--- src/inc/rad_pkg.sv ---
package rad_pkg;

   // bank geometry
   localparam int unsigned NUM_STAGES = 14;
   localparam int unsigned SYNC_DEPTH = 2;

   // reset values
   localparam logic [NUM_STAGES-1:0] STAGE_RST = 14'h0000;
   localparam logic                  PAIR_RST  = 1'h0;

   // sampled pin group: master reset, clock pair, data word
   typedef struct packed {
      logic                  mrst_n;
      logic                  clk_comp;
      logic                  clk_true;
      logic [NUM_STAGES-1:0] data;
   } rad_pins_t;

   localparam int unsigned PINS_W = $bits(rad_pins_t);

   // whole state of the driver core
   typedef struct packed {
      logic                  true_prev;
      logic                  comp_prev;
      logic [NUM_STAGES-1:0] data_prev;
      logic [NUM_STAGES-1:0] stages;
   } rad_state_t;

endpackage

--- src/rtl/rad_top.sv ---
`timescale 1ns/1ps
module rad_top
#(
   parameter int unsigned WIDTH = rad_pkg::NUM_STAGES
)
(
   // system clock and reset
   input  wire logic             clock,
   input  wire logic             nrst,
   // capture clock pair and master reset pins
   input  wire logic             clk_true,
   input  wire logic             clk_comp,
   input  wire logic             mrst_n,
   // address and control word in, registered copy out
   input  wire logic [WIDTH-1:0] capture_inputs,
   output      logic [WIDTH-1:0] registered_outputs
);

   rad_pkg::rad_pins_t  pins_raw;
   rad_pkg::rad_pins_t  pins_s;
   rad_pkg::rad_state_t st_r;
   rad_pkg::rad_state_t st_nxt;
   logic                capture_edge;

   // the state struct is sized from the package, so the width cannot float
   initial
   begin
      if (WIDTH != rad_pkg::NUM_STAGES)
         $error("rad_top: WIDTH must equal the bank size");
   end

   // every pin crosses two flip-flops before use
   always_comb
   begin
      pins_raw          = '0;
      pins_raw.mrst_n   = mrst_n;
      pins_raw.clk_comp = clk_comp;
      pins_raw.clk_true = clk_true;
      pins_raw.data     = capture_inputs;
   end

   rad_sync
   #(
      .WIDTH (rad_pkg::PINS_W)
   )
   u_sync
   (
      .clock    (clock),
      .nrst     (nrst),
      .pin_in   (pins_raw),
      .pin_sync (pins_s)
   );

   // true rising together with complement falling; one alone is noise
   assign capture_edge = pins_s.clk_true && !st_r.true_prev &&
                         !pins_s.clk_comp && st_r.comp_prev;

   // stage bank update
   always_comb
   begin
      st_nxt           = st_r;
      st_nxt.true_prev = pins_s.clk_true;
      st_nxt.comp_prev = pins_s.clk_comp;
      st_nxt.data_prev = pins_s.data;
      if (!pins_s.mrst_n)
      begin
         // reset needs no capture edge and beats any edge or data
         st_nxt.stages = rad_pkg::STAGE_RST;
      end
      else if (capture_edge)
      begin
         // data sampled alongside the pre-edge clock level, so hold is kept
         st_nxt.stages = st_r.data_prev;
      end
      else
      begin
         // no edge: every stage keeps its value, zero included after reset
         st_nxt.stages = st_r.stages;
      end
   end

   // single state register
   always_ff @(posedge clock)
   begin
      if (!nrst)
      begin
         st_r.true_prev <= rad_pkg::PAIR_RST;
         st_r.comp_prev <= rad_pkg::PAIR_RST;
         st_r.data_prev <= rad_pkg::STAGE_RST;
         st_r.stages    <= rad_pkg::STAGE_RST;
      end
      else
      begin
         st_r <= st_nxt;
      end
   end

   // each stage drives exactly one output bit
   assign registered_outputs = st_r.stages;

endmodule

--- src/rtl/rad_sync.sv ---
`timescale 1ns/1ps
module rad_sync
#(
   parameter int unsigned WIDTH = 1
)
(
   // clock and reset
   input  wire logic             clock,
   input  wire logic             nrst,
   // asynchronous pins in, resynchronised copy out
   input  wire logic [WIDTH-1:0] pin_in,
   output      logic [WIDTH-1:0] pin_sync
);

   typedef struct packed {
      logic [WIDTH-1:0] meta;
      logic [WIDTH-1:0] safe;
   } rad_sync_state_t;

   rad_sync_state_t st_r;
   rad_sync_state_t st_nxt;

   initial
   begin
      if (WIDTH < 1)
         $error("rad_sync: WIDTH must be at least one");
   end

   // first stage feeds only the second stage; nothing else looks at it
   always_comb
   begin
      st_nxt      = st_r;
      st_nxt.meta = pin_in;
      st_nxt.safe = st_r.meta;
   end

   // reset to low: a held-low master reset pin then reads as asserted
   always_ff @(posedge clock)
   begin
      if (!nrst)
         st_r <= '0;
      else
         st_r <= st_nxt;
   end

   assign pin_sync = st_r.safe;

endmodule

--- config.mk ---
export PLATFORM = sky130hd
export DESIGN_NAME = rad_top
export DESIGN_NICKNAME = d
export VERILOG_FILES = /design/src/inc/rad_pkg.sv /design/src/rtl/rad_top.sv /design/src/rtl/rad_sync.sv
export SDC_FILE = /design/constraint.sdc
export NUM_CORES = 1
export LEC_CHECK = 0
export BUFFER_PORTS_ARGS = -buffer_cell sky130_fd_sc_hd__buf_2
export CAP_MARGIN = 20
export CORE_AREA = 2 2 68 70
export DETAILED_ROUTE_END_ITERATION = 10
export DIE_AREA = 0 0 70 72
export PLACE_DENSITY = 0.73
export SLEW_MARGIN = 15
export SYNTH_ARGS = -nofsm -noshare
export SYNTH_HDL_FRONTEND = slang
export SYNTH_SLANG_ARGS = --single-unit
--- constraint.sdc ---
create_clock -name clock -period 1.4 [get_ports clock]
set_input_delay 0.14 -clock clock [delete_from_list [all_inputs] [get_ports clock]]
set_output_delay 0.14 -clock clock [all_outputs]
set_load 0.005 [all_outputs]
* After elaboration in Yosys (flattened, before gate mapping) *
Cells that the tools add are included.

storage, ports and cells
  register bits = 64
  input bits = 19

cells by class
  reductions and logical operators = 6

operators by type and width
  operator           number
  $logic_and 1x1->1  3
  $logic_not 1->1    2
  $reduce_and 2->1   1

* Depth between registers and ports, before layout *
  depth after elaboration = 4
  depth in mapped cells = 4
  depth with buffers taken out = 2

* By module *
From an unflattened synthesis, not the netlist that was laid out.

unflattened totals
  cells, all modules = 184
  area total of the unflattened synthesis = 2118.3 um^2

by module, submodules not included
  module    cells an instance  area each (um^2)  sequential area each (um^2)  instances
  rad_top   113                1167.4            600.6                        1
  rad_sync  71                 950.9             680.7                        1

* Worst setup path after synthesis *
Ideal clock, no wire load.

  path type = reg-to-reg
  from = reg st_r[29] (netlist bit)
  to = reg st_r, in the netlist registered_outputs[10]
  data required time = 1328 ps
  setup slack = 381 ps
  stages on the path, launching flop included = 5
  arrival time = 947 ps
  clock period less this slack = 1019 ps
  library setup time = 72 ps
  cells stage by stage = dfxtp_1 and4bb_1 buf_6 buf_12 mux2i_1

on the way
  word-level cells in the longest chain between the ends = 4

ends and longest elaborated chain
  element                         RTL line       RTL
  start, declared                 rad_top.sv:21  rad_pkg::rad_state_t st_r;
  start signal, assigned          rad_top.sv:94  st_r <= st_nxt;
  $logic_not 1->1                 rad_top.sv:55  assign capture_edge = pins_s.clk_true && !st_r.true_prev &&
  $logic_and 1x1->1 (2 in a row)  rad_top.sv:55
  $logic_and 1x1->1               rad_top.sv:56  !pins_s.clk_comp && st_r.comp_prev;

No other way between the ends.
A chain may end at the register's enable or synchronous reset.

* Worst setup path in the final report *
  from = reg st_r[29] (netlist bit)
  to = reg st_r, in the netlist registered_outputs[7]

Same word-level chain as after synthesis.

==> out/results.ini <==
[timing]
totalNegativeSetupSlack_ns = 0
fmax_mhz = 935
timing.max_slew.rel_slack_pct = 82.6
grt_setup_unrepaired = no
slew_viol_final = 0
finalClockSkew_ns = 0.00500
finalSetupViolations = 0
final.min_clock_period_ns = 1.07
period_share_pct = 76.4
worst-slew-pin-transition_ns = 0.261
report.final.hold_viol_count = 0

[synthesis]
synth-edff-count = 0
synth_sequential_area_ratio_pct = 61.5
simple_gate_fraction_of_synth_area_pct = 22.4
synthTopCellsByArea = sky130_fd_sc_hd__dfxtp_1 (62%), sky130_fd_sc_hd__and2_1 (15%), sky130_fd_sc_hd__mux2i_1 (6.7%)
synth_warn = 0
synth_cells = 185
post-synth-top-area-cell = sky130_fd_sc_hd__dfxtp_1
synth_compound_area_share_pct = 0
synth_mux_area_share_pct = 6.73
synth-async-reset-ratio_pct = 0
netlist_top_cells_count = sky130_fd_sc_hd__dfxtp_1 (64), sky130_fd_sc_hd__and2_1 (50), sky130_fd_sc_hd__nand3_1 (28)
synth.ff_latch_count = 64
post-synth-top-count-cell = sky130_fd_sc_hd__dfxtp_1
synth_xor_area_share_pct = 0
synth.distinct_cells = 11
postSynthAreaPerCell_um2 = 11.3
synthesis.area_um2 = 2080
post_synthesis_adder_cell_area_fraction_pct = 0
synth.net_count = 204
synth_ff_type = sky130_fd_sc_hd__dfxtp_1
main_combinational_cell_family_by_area_after_synthesis = simple AND/OR/NAND/NOR gates
yosysTopAreaCellShare_pct = 61.5

[clocking]
clk_pin_slew_ns = 0.06
clk_sink_count = 64
tritoncts_clock_tree = done
cts_inserted_buffers = 9
clock_insertion_delay_worst_skew_ns = 0.31
cts_root_buffer = sky130_fd_sc_hd__clkbuf_8
max-clock-path-buffers = 2
buffer_count_from_post_cts_setup_fixing = 0
ctsHoldBuffers = 0
cts_repair_resize_count = 0
cts_max_level = 3

[floorplanning]
number_of_cell_rows = 24
floorplan.initialDensity_pct = 48.8
core_um2 = 4260
ioPinCount = 33
die_w_um = 70
die_y_um = 72
fp.dieArea_um2 = 5040

[grt]
groute.layer.met1.usage_pct = 13.5
met2_usage_pct = 14.9
grt_use_total_pct = 11.6
global_route.peak_usage_layer = met2
grt_pass1_vias = 1010
grt_first_pass_wirelength_um = 4330
gr-total-overflow = 0
globalRouteMet3Util_pct = 5.97
number_of_antenna_violations_at_the_first_check_in_global_routing = 0
pin_count_of_the_biggest_net_entering_global_routing = 79

[placed_design]
port_buffer_count = 32
gpl.final_weighted_congestion = 0.615
dp_hpwl_um = 1400
dpl.cell_count = 244

[critical_path]
worstSetupStartpointType = flop
worstSetupEndpointType = flop
critical_path.max_stage_delay_ns = 0.29
cp_slowest_cell = sky130_fd_sc_hd__dfxtp_1
critPathRequiredTime_ns = 1.65
worst-r2r-setup-slack_ns = 0.33
critPathTopFamily = flip-flops
timing.critical_path.fanout_max = 14
cp_cell_sequence = and4bb_1 -> buf_4 -> mux2i_1
critPathKind = flop to flop
worst-endpoint-arrival_ns = 1.31
timing.critical_path.buf_inv = 1

[layout]
drive_above_1_share_pct = 21.7
final-instance-count-excl-fill = 259
syn_to_final_growth_pct = 10.2
final_net_count = 222
n_antenna_cell = 0
filler_cell_count = 399

[drt]
dr.pass1.iters = 4
via_count = 1095
drt_wl_total_um = 2420
via_per_inst = 4.23
detail-route-antenna-nets = 0
drtIter0Drc = 96
detail_route.drc_violations = 0
avgRoutedWirePerCell_um = 9.36

[min_path]
holdCritPathClass = input port to flop

[outcome]
status = complete, no violations

[power_and_ir_drop]
design_power_total_mw = 3.19
vdd.ir_drop.worst_mv = 0.724
cellLeakagePower_nw = 0.951
p_per_area_nw_per_um2 = 1390

[flow_run]
cap_violations = 0

per-layer routing:
| layer | up-vias | wire (µm) |
|---|---|---|
| met1 | 445 | 1210 |
| met5 | - | 0 |
| met2 | 32 | 961 |
| li1 | 613 | - |
| met4 | 0 | 65 |
| met3 | 5 | 191 |
where the power goes:
part | switching [mW] | total (mW) | internal, mW
Combinational | 0.0479 | 0.102 | 0.0539
Clock | 0.565 | 1.20 | 0.633
Sequential | 0.0108 | 1.89 | 1.88
Total | 0.624 | 3.19 | 2.57
through the flow:
stage	setup WS, ns	cell area [µm²]	utilization (%)	hold WS (ns)
after CTS	0.325	2290	53.8	0.00517
after floorplan	0.381	2080	-	0.267
after detailed placement	0.341	2150	50.4	0.348
after global routing	0.260	2290	53.8	0.00678
final	0.331	2290	53.8	0.0262
after global placement	0.363	2150	50.4	0.348
cell type report:
class                   count  area [µm²]  share of cell area (%)
well taps                  52        65.1                    2.84
repair buffers             35         195                    8.51
clock buffers              14         143                    6.22
clock inverters             1        5.00                   0.218
multi-input cells          93         606                    26.4
flip-flops and latches     64        1280                    55.8
cells by family after synthesis:
| kind of cell | Yosys count |
|---|---|
| simple gates | 79 |
| flops | 64 |
| buf+inv | 28 |
| mux | 14 |
state kept, by name, summed over array words and instances (netlist names):
register	flops
u_sync.pin_sync	17
u_sync.st_nxt	17
st_r	16
registered_outputs	14
final timing paths:
check                         start                     to  cells after the start
setup / recovery           st_r[29]  registered_outputs[7]                      3
hold / removal               mrst_n      u_sync.st_nxt[16]                      2
setup reg to reg           st_r[29]  registered_outputs[7]                      3
hold reg to reg   u_sync.st_nxt[14]    u_sync.pin_sync[14]                      1
cell usage in the layout, fill, tap and decap left out:
master,instances
sky130_fd_sc_hd__buf_2,32
sky130_fd_sc_hd__and2_1,50
sky130_fd_sc_hd__buf_12,1
sky130_fd_sc_hd__and4bb_1,1
sky130_fd_sc_hd__nand3_1,28
sky130_fd_sc_hd__clkbuf_1,5
sky130_fd_sc_hd__clkinv_2,1
sky130_fd_sc_hd__buf_4,2
sky130_fd_sc_hd__clkbuf_8,9
sky130_fd_sc_hd__dfxtp_1,64
sky130_fd_sc_hd__mux2i_1,14
(Power assumes the default switching activity.)
